$ cat src/common/sfps_pkg.sv
/*
 Shared constants and types of the serial flash program, erase and
 suspend sequencer: opcodes, frame lengths, register map and fields.
 Assumes a 200 MHz core clock and a 1 MB array behind the sequencer.
*/
package sfps_pkg;

    localparam logic [7:0] OPC_PROG_1   = 8'h02;
    localparam logic [7:0] OPC_PROG_4   = 8'h32;
    localparam logic [7:0] OPC_SECT     = 8'h20;
    localparam logic [7:0] OPC_BLK32    = 8'h52;
    localparam logic [7:0] OPC_BLK64    = 8'hD8;
    localparam logic [7:0] OPC_CHIP_A   = 8'hC7;
    localparam logic [7:0] OPC_CHIP_B   = 8'h60;
    localparam logic [7:0] OPC_SUSPEND  = 8'h75;
    localparam logic [7:0] OPC_RESUME   = 8'h7A;

    localparam logic [5:0] OPC_BITS     = 6'd8;
    localparam logic [5:0] HDR_BITS     = 6'd32;
    localparam logic [3:0] BYTE_BITS    = 4'd8;
    localparam logic [3:0] STEP_ONE     = 4'd1;
    localparam logic [3:0] STEP_QUAD    = 4'd4;

    localparam int unsigned ARR_BYTES   = 32'h0010_0000;
    localparam int unsigned SECT_BYTES  = 32'h0000_1000;
    localparam int unsigned BLK32_BYTES = 32'h0000_8000;
    localparam int unsigned BLK64_BYTES = 32'h0001_0000;
    localparam int unsigned PAGE_BYTES  = 32'h0000_0100;
    localparam logic [2:0]  SMALL_CAP   = 3'h3;

    localparam int AW = 4;
    localparam logic [AW-1:0] REG_STAT1 = 4'h0;
    localparam logic [AW-1:0] REG_STAT2 = 4'h1;
    localparam logic [AW-1:0] REG_LAST  = 4'h2;

    localparam int S1_BUSY = 0;
    localparam int S1_WL   = 1;
    localparam int S1_BP_L = 2;
    localparam int S1_BP_H = 4;
    localparam int S1_TB   = 5;
    localparam int S1_SEC  = 6;
    localparam int S2_QE   = 1;
    localparam int S2_CMP  = 6;
    localparam int S2_SUS  = 7;
    localparam logic [7:0] STAT_RST = 8'h00;

    typedef enum logic [2:0] {
        SFPS_K_PROG  = 3'h0,
        SFPS_K_SECT  = 3'h1,
        SFPS_K_BLK32 = 3'h2,
        SFPS_K_BLK64 = 3'h3,
        SFPS_K_CHIP  = 3'h4
    } sfps_kind_t;

    typedef struct packed {
        sfps_kind_t  kind;
        logic [23:0] addr;
    } sfps_op_t;

    typedef struct packed {
        logic [7:0] idx;
        logic [7:0] data;
    } sfps_pgbyte_t;

endpackage

$ cat src/sfps_seq.sv
/*
 Program, erase, suspend and resume sequencer of a serial NOR flash.
 Decodes frames from the host pins, checks enables and protection,
 times the self-timed cycles and keeps busy, write latch and paused.
 Assumes select, serial clock and lanes are asynchronous pins, and the
 serial clock is at most a quarter of ref_clk_in.
// Notes on behaviour
// - Four-lane program: 32h, address, data, enables.
// - Program fills one 256-byte page only.
// - Four-lane program needs four-lane enable set.
// - 20h plus address clears one 4 KB sector.
// - 52h plus address clears one 32 KB block.
// - D8h plus address clears one 64 KB block.
// - C7h or 60h clears whole array.
// - Select must rise on byte boundary, else discard.
// - Busy high through self-timed cycle; status readable.
// - Write latch clears when cycle ends.
// - Protected targets skipped; chip erase if any.
// - Suspend only busy, not paused, pausable op.
// - Suspend ignored during whole-array erase.
// - Suspend sets paused now, busy drops later.
// - Reset clears paused; later resume ignored.
// - Resume only paused and idle; busy returns.
// - Program data wraps within its page.
*/
`timescale 1ns/100ps
`default_nettype none
module sfps_seq
    import sfps_pkg::*;
#(
    parameter int unsigned PROG_CYC  = 140000,
    parameter int unsigned SECT_CYC  = 9000000,
    parameter int unsigned BLK32_CYC = 24000000,
    parameter int unsigned BLK64_CYC = 30000000,
    parameter int unsigned CHIP_CYC  = 400000000,
    parameter int unsigned PAUSE_CYC = 4000
)(
    input  wire logic          ref_clk_in,
    input  wire logic          arst_n_in,
    input  wire logic          ce_in,
    input  wire logic          sel_n_in,
    input  wire logic          sclk_in,
    input  wire logic [3:0]    lane_in,
    input  wire logic [AW-1:0] reg_addr_in,
    input  wire logic [7:0]    reg_wdata_in,
    input  wire logic          reg_wr_in,
    input  wire logic          reg_rd_in,
    output logic      [7:0]    reg_rdata_out,
    output logic               busy_out,
    output logic               write_latch_out,
    output logic               paused_flag_out,
    output logic               op_start_out,
    output sfps_op_t           op_out,
    output logic               op_done_out,
    output logic               pgbuf_wr_out,
    output sfps_pgbyte_t       pgbuf_out
);

    typedef enum logic [1:0] {
        SFPS_IDLE    = 2'b00,
        SFPS_RUN     = 2'b01,
        SFPS_PAUSING = 2'b11,
        SFPS_PAUSED  = 2'b10
    } sfps_state_t;

    function automatic logic prot_hit(input logic [23:0] a,
                                      input logic [2:0]  bp,
                                      input logic        tb,
                                      input logic        sec,
                                      input logic        cmp);
        logic [31:0] size;
        logic [31:0] off;
        logic        hit;
        size = 32'h0;
        off  = 32'h0;
        hit  = 1'b0;
        if (bp != 3'h0)
        begin
            if (sec)
                size = SECT_BYTES << ((bp > SMALL_CAP ? SMALL_CAP : bp) - 3'h1);
            else
                size = BLK64_BYTES << (bp - 3'h1);
            off = tb ? {8'h00, a} : (ARR_BYTES - 32'h1 - {8'h00, a});
            hit = off < size;
        end
        return hit ^ cmp;
    endfunction

    logic [5:0] pin_s;
    logic       sel_n_s;
    logic       sclk_s;
    logic [3:0] lane_s;

    sfps_sync #(.W(6)) u_sync (
        .ref_clk_in (ref_clk_in),
        .arst_n_in  (arst_n_in),
        .ce_in      (ce_in),
        .d_in       ({sel_n_in, sclk_in, lane_in}),
        .q_out      (pin_s)
    );

    assign sel_n_s = pin_s[5];
    assign sclk_s  = pin_s[4];
    assign lane_s  = pin_s[3:0];

    sfps_state_t state_q;
    sfps_op_t    cur_q;
    logic        sel_n_d_q;
    logic        sclk_d_q;
    logic [5:0]  hdr_cnt_q;
    logic [31:0] shreg_q;
    logic [7:0]  byte_q;
    logic [3:0]  dat_cnt_q;
    logic        have_data_q;
    logic        over_q;
    logic [7:0]  page_idx_q;
    logic [31:0] timer_q;
    logic [31:0] pause_q;
    logic        wl_q;
    logic [2:0]  bp_q;
    logic        tb_q;
    logic        sec_q;
    logic        qe_q;
    logic        cmp_q;
    logic        sus_q;
    logic [7:0]  last_q;
    logic [7:0]  rdata_q;
    logic        start_q;
    logic        done_q;
    logic        pg_wr_q;
    sfps_pgbyte_t pg_q;

    wire        sclk_rise = sclk_s & ~sclk_d_q;
    wire        sel_fall  = ~sel_n_s & sel_n_d_q;
    wire        sel_rise  = sel_n_s & ~sel_n_d_q;
    wire        shift_en  = sclk_rise & ~sel_n_s;
    wire [7:0]  op8       = shreg_q[7:0];
    wire [7:0]  op32      = shreg_q[31:24];
    wire [23:0] addr24    = shreg_q[23:0];
    wire        in_hdr    = hdr_cnt_q < HDR_BITS;
    wire        is_prog1  = op32 == OPC_PROG_1;
    wire        is_prog4  = op32 == OPC_PROG_4;
    wire        is_prog   = is_prog1 | is_prog4;
    wire [3:0]  step      = is_prog4 ? STEP_QUAD : STEP_ONE;
    wire [7:0]  byte_nx   = is_prog4 ? {byte_q[3:0], lane_s} : {byte_q[6:0], lane_s[0]};
    wire [3:0]  dat_nx    = dat_cnt_q + step;
    wire        byte_done = dat_nx == BYTE_BITS;

    // A frame counts only when select rises right after a whole byte.
    wire frm_short = (hdr_cnt_q == OPC_BITS) & ~over_q;
    wire frm_addr  = (hdr_cnt_q == HDR_BITS) & ~over_q & ~have_data_q & (dat_cnt_q == 4'h0);
    wire frm_data  = (hdr_cnt_q == HDR_BITS) & have_data_q & (dat_cnt_q == 4'h0);

    wire is_chip   = frm_short & ((op8 == OPC_CHIP_A) | (op8 == OPC_CHIP_B));
    wire is_susp   = frm_short & (op8 == OPC_SUSPEND);
    wire is_res    = frm_short & (op8 == OPC_RESUME);
    wire is_sect   = frm_addr & (op32 == OPC_SECT);
    wire is_b32    = frm_addr & (op32 == OPC_BLK32);
    wire is_b64    = frm_addr & (op32 == OPC_BLK64);
    wire is_pp     = frm_data & (is_prog1 | (is_prog4 & qe_q));

    // Erase units are aligned down, so any address selects its region.
    wire [23:0] base_sect = addr24 & ~24'(SECT_BYTES - 1);
    wire [23:0] base_b32  = addr24 & ~24'(BLK32_BYTES - 1);
    wire [23:0] base_b64  = addr24 & ~24'(BLK64_BYTES - 1);
    wire [23:0] base_page = addr24 & ~24'(PAGE_BYTES - 1);

    sfps_kind_t  new_kind;
    logic [23:0] new_base;
    logic [23:0] new_last;
    logic [31:0] new_cyc;

    always_comb
    begin
        new_kind = SFPS_K_PROG;
        new_base = base_page;
        new_last = base_page | 24'(PAGE_BYTES - 1);
        new_cyc  = PROG_CYC;
        if (is_sect)
        begin
            new_kind = SFPS_K_SECT;
            new_base = base_sect;
            new_last = base_sect | 24'(SECT_BYTES - 1);
            new_cyc  = SECT_CYC;
        end
        else if (is_b32)
        begin
            new_kind = SFPS_K_BLK32;
            new_base = base_b32;
            new_last = base_b32 | 24'(BLK32_BYTES - 1);
            new_cyc  = BLK32_CYC;
        end
        else if (is_b64)
        begin
            new_kind = SFPS_K_BLK64;
            new_base = base_b64;
            new_last = base_b64 | 24'(BLK64_BYTES - 1);
            new_cyc  = BLK64_CYC;
        end
        else if (is_chip)
        begin
            new_kind = SFPS_K_CHIP;
            new_base = 24'h00_0000;
            new_last = 24'(ARR_BYTES - 1);
            new_cyc  = CHIP_CYC;
        end
    end

    // Both ends of the target are checked; the whole array is hit if any page is.
    wire any_prot = (bp_q != 3'h0) | cmp_q;
    wire tgt_prot = is_chip ? any_prot
                  : (prot_hit(new_base, bp_q, tb_q, sec_q, cmp_q)
                   | prot_hit(new_last, bp_q, tb_q, sec_q, cmp_q));

    wire want_op  = is_pp | is_sect | is_b32 | is_b64 | is_chip;
    wire go       = sel_rise & want_op & (state_q == SFPS_IDLE) & wl_q & ~tgt_prot;
    wire can_susp = (state_q == SFPS_RUN) & ~sus_q & (cur_q.kind != SFPS_K_CHIP);
    wire do_susp  = sel_rise & is_susp & can_susp;
    wire do_res   = sel_rise & is_res & (state_q == SFPS_PAUSED) & sus_q;
    wire run_end  = (state_q == SFPS_RUN) & (timer_q <= 32'h1);
    wire pause_end = (state_q == SFPS_PAUSING) & (pause_q <= 32'h1);

    // Host-side frame capture: opcode and address on lane zero, then data.
    always_ff @(posedge ref_clk_in or negedge arst_n_in)
    begin
        if (!arst_n_in)
        begin
            sel_n_d_q   <= 1'b1;
            sclk_d_q    <= 1'b0;
            hdr_cnt_q   <= 6'h00;
            shreg_q     <= 32'h0000_0000;
            byte_q      <= 8'h00;
            dat_cnt_q   <= 4'h0;
            have_data_q <= 1'b0;
            over_q      <= 1'b0;
            page_idx_q  <= 8'h00;
        end
        else if (ce_in)
        begin
            sel_n_d_q <= sel_n_s;
            sclk_d_q  <= sclk_s;
            if (sel_fall)
            begin
                hdr_cnt_q   <= 6'h00;
                dat_cnt_q   <= 4'h0;
                have_data_q <= 1'b0;
                over_q      <= 1'b0;
            end
            else if (shift_en && in_hdr)
            begin
                shreg_q   <= {shreg_q[30:0], lane_s[0]};
                hdr_cnt_q <= hdr_cnt_q + 6'h01;
                if (hdr_cnt_q == HDR_BITS - 6'h01)
                    page_idx_q <= {shreg_q[6:0], lane_s[0]};
            end
            else if (shift_en && is_prog)
            begin
                byte_q    <= byte_nx;
                dat_cnt_q <= byte_done ? 4'h0 : dat_nx;
                if (byte_done)
                begin
                    have_data_q <= 1'b1;
                    page_idx_q  <= page_idx_q + 8'h01;
                end
            end
            else if (shift_en)
                over_q <= 1'b1;
        end
    end

    // Each finished byte goes to the page latch; only a start commits it.
    always_ff @(posedge ref_clk_in or negedge arst_n_in)
    begin
        if (!arst_n_in)
        begin
            pg_wr_q <= 1'b0;
            pg_q    <= '0;
        end
        else if (ce_in)
        begin
            pg_wr_q <= shift_en & ~in_hdr & is_prog & byte_done;
            if (shift_en && !in_hdr && is_prog && byte_done)
                pg_q <= '{idx: page_idx_q, data: byte_nx};
        end
    end

    // Self-timed cycle, suspend and resume.
    always_ff @(posedge ref_clk_in or negedge arst_n_in)
    begin
        if (!arst_n_in)
        begin
            state_q <= SFPS_IDLE;
            cur_q   <= '0;
            timer_q <= 32'h0000_0000;
            pause_q <= 32'h0000_0000;
            sus_q   <= 1'b0;
            start_q <= 1'b0;
            done_q  <= 1'b0;
            last_q  <= 8'h00;
        end
        else if (ce_in)
        begin
            start_q <= go;
            done_q  <= run_end;
            unique case (state_q)
                SFPS_IDLE:
                begin
                    if (go)
                    begin
                        state_q <= SFPS_RUN;
                        cur_q   <= '{kind: new_kind, addr: new_base};
                        timer_q <= new_cyc;
                        last_q  <= is_pp ? op32 : (is_chip ? op8 : op32);
                    end
                end
                SFPS_RUN:
                begin
                    if (do_susp)
                    begin
                        state_q <= SFPS_PAUSING;
                        sus_q   <= 1'b1;
                        pause_q <= PAUSE_CYC;
                    end
                    else if (run_end)
                        state_q <= SFPS_IDLE;
                    else
                        timer_q <= timer_q - 32'h1;
                end
                SFPS_PAUSING:
                begin
                    if (pause_end)
                        state_q <= SFPS_PAUSED;
                    else
                        pause_q <= pause_q - 32'h1;
                end
                SFPS_PAUSED:
                begin
                    if (do_res)
                    begin
                        state_q <= SFPS_RUN;
                        sus_q   <= 1'b0;
                    end
                end
            endcase
        end
    end

    // Status bits written by software; refused unless the sequencer is idle.
    wire sw_wr  = reg_wr_in & (state_q == SFPS_IDLE);
    wire wr_s1  = sw_wr & (reg_addr_in == REG_STAT1);
    wire wr_s2  = sw_wr & (reg_addr_in == REG_STAT2);

    always_ff @(posedge ref_clk_in or negedge arst_n_in)
    begin
        if (!arst_n_in)
        begin
            wl_q  <= 1'b0;
            bp_q  <= 3'h0;
            tb_q  <= 1'b0;
            sec_q <= 1'b0;
            qe_q  <= 1'b0;
            cmp_q <= 1'b0;
        end
        else if (ce_in)
        begin
            if (run_end)
                wl_q <= 1'b0;
            else if (wr_s1)
                wl_q <= reg_wdata_in[S1_WL];
            if (wr_s1)
            begin
                bp_q  <= reg_wdata_in[S1_BP_H:S1_BP_L];
                tb_q  <= reg_wdata_in[S1_TB];
                sec_q <= reg_wdata_in[S1_SEC];
            end
            if (wr_s2)
            begin
                qe_q  <= reg_wdata_in[S2_QE];
                cmp_q <= reg_wdata_in[S2_CMP];
            end
        end
    end

    wire       busy = (state_q == SFPS_RUN) | (state_q == SFPS_PAUSING);
    wire [7:0] s1_v = {1'b0, sec_q, tb_q, bp_q, wl_q, busy};
    wire [7:0] s2_v = {sus_q, cmp_q, 4'h0, qe_q, 1'b0};
    wire [7:0] rd_v = (reg_addr_in == REG_STAT1) ? s1_v
                    : (reg_addr_in == REG_STAT2) ? s2_v
                    : (reg_addr_in == REG_LAST)  ? last_q
                    : STAT_RST;

    // Status stays readable in every state, the cycle included.
    always_ff @(posedge ref_clk_in or negedge arst_n_in)
    begin
        if (!arst_n_in)
            rdata_q <= STAT_RST;
        else if (ce_in)
            rdata_q <= reg_rd_in ? rd_v : STAT_RST;
    end

    assign reg_rdata_out   = rdata_q;
    assign busy_out        = busy;
    assign write_latch_out = wl_q;
    assign paused_flag_out = sus_q;
    assign op_start_out    = start_q;
    assign op_out          = cur_q;
    assign op_done_out     = done_q;
    assign pgbuf_wr_out    = pg_wr_q;
    assign pgbuf_out       = pg_q;

endmodule
`default_nettype wire

$ cat src/sfps_sync.sv
/*
 Two flip-flop synchroniser for a group of pin levels.
 Assumes the inputs are asynchronous to ref_clk_in and each bit is a level.
*/
`timescale 1ns/100ps
`default_nettype none
module sfps_sync
    import sfps_pkg::*;
#(
    parameter int W = 1
)(
    input  wire logic         ref_clk_in,
    input  wire logic         arst_n_in,
    input  wire logic         ce_in,
    input  wire logic [W-1:0] d_in,
    output logic      [W-1:0] q_out
);

    logic [W-1:0] meta_q;
    logic [W-1:0] sync_q;

    always_ff @(posedge ref_clk_in or negedge arst_n_in)
    begin
        if (!arst_n_in)
        begin
            meta_q <= '0;
            sync_q <= '0;
        end
        else if (ce_in)
        begin
            meta_q <= d_in;
            sync_q <= meta_q;
        end
    end

    assign q_out = sync_q;

endmodule
`default_nettype wire

$ cat config.mk
export PLATFORM = sky130hd
export DESIGN_NAME = sfps_seq
export DESIGN_NICKNAME = d
export VERILOG_FILES = /design/src/common/sfps_pkg.sv /design/src/sfps_seq.sv /design/src/sfps_sync.sv
export SDC_FILE = /design/constraint.sdc
export NUM_CORES = 1
export LEC_CHECK = 0
export BUFFER_PORTS_ARGS = -buffer_cell sky130_fd_sc_hd__buf_2
export CAP_MARGIN = 25
export CORE_MARGIN = 5
export CORE_UTILIZATION = 50
export CTS_CLUSTER_DIAMETER = 150
export CTS_CLUSTER_SIZE = 8
export DETAILED_ROUTE_END_ITERATION = 10
export MAX_ROUTING_LAYER = met4
export PLACE_DENSITY = 0.68
export SLEW_MARGIN = 20
export SYNTH_ARGS = -nofsm -noshare
export SYNTH_HDL_FRONTEND = slang
export SYNTH_SLANG_ARGS = --single-unit
$ cat constraint.sdc
create_clock -name ref_clk_in -period 9.2 [get_ports ref_clk_in]
set_clock_uncertainty 0.05 [all_clocks]
set_input_delay 0.46 -clock ref_clk_in [delete_from_list [all_inputs] [get_ports ref_clk_in]]
set_output_delay 0.46 -clock ref_clk_in [all_outputs]
set_load 0.005 [all_outputs]
==> impl_metrics.tcl, run 1 <==
set metrics [dict create \
    clock.fmax_mhz 167.6 \
    slew-limit-headroom_pct 36.35 \
    final_util_pct 57.14 \
    status "complete, no violations" \
    drc 0 \
    required_ns 9.60 \
    synth_edf_count 0 \
    start_util_pct 50.84 \
    rrSetupSlack_ns 3.23 \
    post_cts_buffers 0 \
    viasPerCell 5.564 \
    multiInputGateArea_mm2 0.005254 \
    synth-simple-area-share_pct 22.31 \
    yosysTopAreaCell "dfrtp_1" \
    switching_share_pct 22.95 \
    die_area_mm2 0.02447 \
    grt_start_max_net_pins 94 \
    cts.sinks 202 \
    gp_congestion 0.8568 \
    r2r-end "timer_q[27]" \
    netlist_top_cells_count "nand2_1, dfrtp_1, nor2_1" \
    setup_violations 0 \
    pwr-share-comb_pct 4.5 \
    crit_path_end_kind "flop" \
    wirelength_um 24500 \
    seqCellArea_mm2 0.005056 \
    power_leakage_uw 0.005801 \
    report.final.slew_viol_count 0 \
    hp-class "in2reg" \
    grt.busiest_layer "met2" \
    yosysSeqAreaShare_pct 47.16 \
    insertion_delay_ns 0.54 \
    row_count 53 \
    syn_avg_cell_area_um2 9.017 \
    fin_crit_ns 5.968 \
    gr-usage-met3_pct 2.765 \
    wire_per_inst_um 15.98 \
    cts-buffers-inserted 29 \
    clkTransAtPathRegs_ns 0.05 \
    crit_type "reg2reg" \
    ys.flop_type "dfrtp_1" \
    vdd_drop_max_mv 0.1445 \
    power_density_mw_per_mm2 163.1 \
    setup_tns_ns 0 \
    vias 8530 \
    grt_pass1_wl_um 41230 \
    antenna_cells 0 \
    synth_xor_xnor_area_share_pct 4.166 \
    synth_top_cell_area_share_pct 46.91 \
    cts_tree "done" \
    grt_pass1_vias 8305 \
    nets 1303 \
    synthTopCellsByArea "dfrtp_1, nand2_1, o21ai_0" \
    p_int_uw 1515 \
    htreeDepth 1 \
    critPathArrivalTime_ns 6.37 \
    die_h_um 156.4 \
    synthDistinctLibCells 72 \
    grt_overflow_total 0 \
    p_switching_uw 451.2 \
    first_iter_violations 707 \
    synthMostInstantiatedCell "nand2_1" \
    use_met2_pct 31.70 \
    antenna_found_initial 0 \
    hold_start "lane_in[0]" \
    yosysWarnings 0 \
    r2r_start "hdr_cnt_q[0]" \
    nFillCells 1882 \
    min_to "u_sync.meta_q[0]" \
    dp_hpwl_um 16410 \
    die_x_um 156.4 \
    area_delta_synth_final_pct 12.39 \
    period_share_pct 64.87 \
    ctsResizeCount 0 \
    grt_util_all_layers_pct 20.65 \
    worstSetupStartpointType "flop" \
    synth_seq_cells 202 \
    async_reset_ff_share_pct 100.0 \
    rsz0062_at_grt "no" \
    gr-usage-met1_pct 29.45 \
    cap_violations 0 \
    hold_viol 0 \
    muxShareOfSynthArea_pct 5.041 \
    firstDrtPassIters 5 \
    synth_top_family_by_area "simple AND/OR/NAND/NOR gates" \
    seqPwrFrac_pct 47.5 \
    netlist_area_mm2 0.01072 \
    ios 80 \
    tightest_slew_ns 0.9512 \
    antenna_left 0 \
    path_max_fanout 42 \
    worst_r2r_path_depth 19 \
    layout-drive-gt1-share_pct 12.32 \
    port-buffer-count 69 \
    syn_inst 1189 \
    coreArea_mm2 0.02109 \
    synth-compound-area-share_pct 13.00 \
    power.share.clock_pct 48.0 \
    cts-root-buf "clkbuf_16" \
    clockBufferDepth 3 \
    hold_depth 2 \
    synthAdderAreaFrac_pct 4.084 \
]
[power groups by stage]
| stage | Clock, µW | Sequential [µW] | Combinational (µW) |
|---|---|---|---|
| CTS | 962 | 933 | 90.6 |
| global placement | 0 | 947 | 87.4 |
| detailed placement | 0 | 947 | 90.0 |
| floorplan | 0 | 939 | 57.8 |
| global route | 1000 | 936 | 103 |
| finish | 943 | 933 | 89.0 |
[per-stage QoR]
stage                     cells  setup slack [ns]  cell area [µm²]  hold WS (ns)  power [µW]
after global routing       1533             2.843            12050       0.09707        2041
after floorplan            1197             4.489            10750        0.1144       996.5
after CTS                  1532             3.200            12040       0.08197        1985
after global placement     1487             3.336            11230        0.4076        1034
final                      1533             3.232            12050        0.1061        1966
after detailed placement   1487             3.203            11230        0.4149        1037
[cell usage in the layout (no fill, tap or decap), types with 14 or more instances in the layout]
cell / Yosys / final
nand2_1: 208 / 208
dfrtp_1: 201 / 201
nor2_1: 121 / 121
o21ai_0: 97 / 97
buf_2: 6 / 68
a21oi_1: 63 / 63
inv_1: 38 / 38
ha_1: 35 / 35
nand3_1: 32 / 32
mux2_2: 32 / 32
xor2_1: 30 / 30
clkbuf_16: 0 / 29
nor3_1: 26 / 26
xnor2_1: 21 / 21
nor4_1: 20 / 20
mux2i_1: 18 / 18
a31oi_1: 14 / 14
[sequential cells by signal, summed over array words and instances (netlist names), 2 cells and up]
register,count
page_idx_q,8
byte_q,7
bp_q,3
last_q,8
shreg_q,32
u_sync.q_out,6
state_q,2
pause_q,32
hdr_cnt_q,6
pgbuf_out,16
u_sync.meta_q,6
op_out,19
timer_q,32
dat_cnt_q,4
reg_rdata_out,8
[final cells by class]
| class | instances | share of cell area, % |
|---|---|---|
| inverter | 38 | 1.184 |
| sequential | 202 | 41.96 |
| multi-input combinational | 892 | 43.60 |
| clock inverter | 2 | 0.1454 |
| clock buffer | 42 | 6.427 |
| timing repair buffer | 82 | 3.831 |
| tap | 275 | 2.855 |
[kinds of logic (layout without fill, tap and decap cells)]
logic type / Yosys count / count (layout)
simple gates: 511 / 511
compound gates: 235 / 235
flops: 202 / 202
buf+inv: 103 / 164
xor+xnor: 51 / 51
mux: 50 / 50
fa+ha+maj: 35 / 35
other cells: 2 / 10
[worst max-delay path, cell delays in order, from the launching register on]
cell and delay [ns]:
dfrtp_1 0.42, inv_1 0.08, ha_1 0.17, or4b_1 0.46, nand2b_1 0.22, or3_1 0.75, nand2_1 0.27, ha_1 0.21
nor2_1 0.07, xnor2_1 0.14, ha_1 0.29, nand2_1 0.08, nor2_1 0.20, a22oi_1 0.15, o221a_2 0.28, o31ai_1 0.64
a31oi_4 0.37, buf_4 0.35, or4_1 0.49, a21oi_1 0.15
[what timing repair did]
item,in CTS,in global routing
hold buffers,1,0
endpoints found under the setup margin,0,0
endpoints found under the hold margin,30,0
[metal layers]
layer | vias to the layer above | part of all wire (%) | routed length [µm]
li1 | 4231 | - | -
met1 | 4095 | 49 | 12080
met2 | 163 | 45 | 11010
met5 | - | 0 | 0
met4 | 0 | 1.7 | 420
met3 | 41 | 4.1 | 997
[how the worst max path moves through the flow]
stage,start,end,slack (ns),cells after the start
2_1_floorplan,hdr_cnt_q[0],timer_q[27],4.49,20
5_1_grt,hdr_cnt_q[0],timer_q[27],2.84,19
3_3_place_gp,hdr_cnt_q[0],timer_q[27],3.34,19
4_1_cts,hdr_cnt_q[0],timer_q[27],3.20,19
3_5_place_dp,hdr_cnt_q[0],timer_q[27],3.20,19
6_report,hdr_cnt_q[0],timer_q[27],3.23,19
Power figures use the tool's default switching activity.
==> inputs of run 2 (changes only) <==
==> constraint.sdc (replaced) <==
create_clock -name ref_clk_in -period 6.2 [get_ports ref_clk_in]
set_clock_uncertainty 0.05 [all_clocks]
set_input_delay 0.31 -clock ref_clk_in [delete_from_list [all_inputs] [get_ports ref_clk_in]]
set_output_delay 0.31 -clock ref_clk_in [all_outputs]
set_load 0.005 [all_outputs]
==> run 2 against run 1 <==
Sequential share of layout area shrank 0.53 points. Sequential power is 49% higher. Critical path type unchanged. Die area stayed put. Critical endpoint is now timer_q[18].
==> impl_metrics.tcl, run 2 (synthesis results as in run 1) <==
set metrics [dict create \
    status "complete, no violations" \
    crit_path_end_kind "flop" \
    port-buffer-count 69 \
    pwr-share-comb_pct 4.7 \
    place_ws_ns 0.8403 \
    p_switching_uw 685.2 \
    antenna_left 0 \
    hold_depth 4 \
    die_h_um 156.4 \
    power_density_mw_per_mm2 241.0 \
    viasPerCell 5.641 \
    wire_per_inst_um 16.05 \
    critPathArrivalTime_ns 5.84 \
    post_cts_buffers 0 \
    wirelength_um 24840 \
    row_count 53 \
    rrSetupSlack_ns 0.72 \
    grt_start_max_net_pins 85 \
    grt_overflow_total 0 \
    coreArea_mm2 0.02109 \
    rsz0062_at_grt "no" \
    drc 0 \
    cts-root-buf "clkbuf_16" \
    path_max_fanout 38 \
    antenna_cells 0 \
    grt_pass1_vias 8424 \
    cap_violations 0 \
    seqCellArea_mm2 0.005056 \
    insertion_delay_ns 0.56 \
    antenna_found_initial 0 \
    hold_viol 0 \
    gp_congestion 0.8584 \
    required_ns 6.57 \
    first_iter_violations 620 \
    whs_ns 0.1301 \
    grt_pass1_wl_um 42270 \
    vdd_drop_max_mv 0.2401 \
    clkTransAtPathRegs_ns 0.05 \
    r2r-end "timer_q[18]" \
    fin_ws_ns 0.7225 \
    setup_tns_ns 0 \
    hp-class "in2reg" \
    period_share_pct 88.35 \
    cts_tree "done" \
    worstSetupStartpointType "flop" \
    firstDrtPassIters 5 \
    crit_type "reg2reg" \
    grt_util_all_layers_pct 21.14 \
    switching_share_pct 23.29 \
    area_delta_synth_final_pct 13.83 \
    fin_total_pwr_uw 2942 \
    seqPwrFrac_pct 47.1 \
    crit_start "hdr_cnt_q[0]" \
    clockBufferDepth 3 \
    nFillCells 1930 \
    die_x_um 156.4 \
    worst_r2r_path_depth 20 \
    top_regs "pause_q: 32 flops, shreg_q: 32 flops, timer_q: 32 flops" \
    start_util_pct 50.84 \
    hold_start "reg_addr_in[2]" \
    die_area_mm2 0.02447 \
    r2r_start "hdr_cnt_q[0]" \
    htreeDepth 1 \
    report.final.slew_viol_count 0 \
    min_to "qe_q" \
    dp.cells 1490 \
    cts.sinks 202 \
    power_leakage_uw 0.005872 \
    layout.cells.most_common "nand2_1" \
    ios 80 \
    cts-buffers-inserted 29 \
    mostFrequentLayoutCells "nand2_1, dfrtp_1, nor2_1, o21ai_0, buf_2" \
    tightest_slew_ns 0.9418 \
    layout-drive-gt1-share_pct 12.41 \
    power.share.clock_pct 48.2 \
    multiInputGateArea_mm2 0.005254 \
    setup_violations 0 \
    layout.cells.non_filler 1548 \
    slew-limit-headroom_pct 36.98 \
    vias 8733 \
    clock.fmax_mhz 182.6 \
    p_int_uw 2256 \
    fin_crit_ns 5.478 \
    ctsResizeCount 0 \
    nets 1318 \
    dp_hpwl_um 16720 \
]
## run 2: cell types whose count changed in the layout (fill, tap and decap cells not counted)
cell	before	now
inv_16	0	1
buf_4	11	14
inv_6	1	0
dlygate4sd3_1	1	13
## run 2: area by class of cell
cell class                      count  share of cell area [%]
Clock buffer                       42                   6.346
Clock inverter                      2                  0.2358
Inverter                           38                   1.169
Multi-Input combinational cell    892                   43.05
Sequential cell                   202                   41.43
Tap cell                          275                   2.819
Timing Repair Buffer               97                   4.952
## run 2: metal layers
| layer | wire [µm] | GRT usage, % |
|---|---|---|
| met1 | 12040 | 30.89 |
| met2 | 11170 | 31.70 |
| met4 | 584 | 4.876 |
| met5 | 0 | - |
| met3 | 1044 | 2.683 |
## run 2: worst max-delay path by stage
stage	end	slack, ns
final	timer_q[18]	0.72
after global routing	timer_q[18]	0.39
after CTS	timer_q[18]	0.77
after detailed placement	timer_q[18]	0.84
after global placement	timer_q[18]	0.85
after floorplan	timer_q[27]	1.49
## run 2: power by group through the flow
stage | Clock [µW] | Sequential (µW) | Combinational [µW]
CTS | 1460 | 1390 | 139
finish | 1420 | 1390 | 137
global placement | 0 | 1410 | 129
floorplan | 0 | 1390 | 85.8
detailed placement | 0 | 1410 | 132
global route | 1520 | 1390 | 158
## run 2: repair_timing
item / 4_1_cts / 5_1_grt
endpoints found under the setup margin: 0 / 0
hold endpoints to repair: 96 / 0
hold buffers: 13 / 0
## run 2: worst max-delay path, cell delays in order, from the launching register on
cell      delay [ns]
dfrtp_1         0.42
inv_1           0.09
ha_1            0.15
or4b_1          0.48
nand2b_1        0.22
or3_1           0.58
buf_4           0.29
and2_1          0.19
nand2_1         0.11
xor2_1          0.16
ha_1            0.24
o21ai_0         0.18
a21oi_1         0.09
a22oi_1         0.25
o221a_2         0.24
o31ai_1         0.08
buf_4           0.17
a31oi_4         0.69
buf_4           0.38
nor2_1          0.06
o22a_1          0.19
## run 2: metrics by stage
stage               instance area (µm²)  utilization (%)
floorplan                         10750                -
global placement                  11260            53.38
detailed placement                11260            53.38
CTS                               12190            57.80
global route                      12200            57.87
finish                            12200            57.87
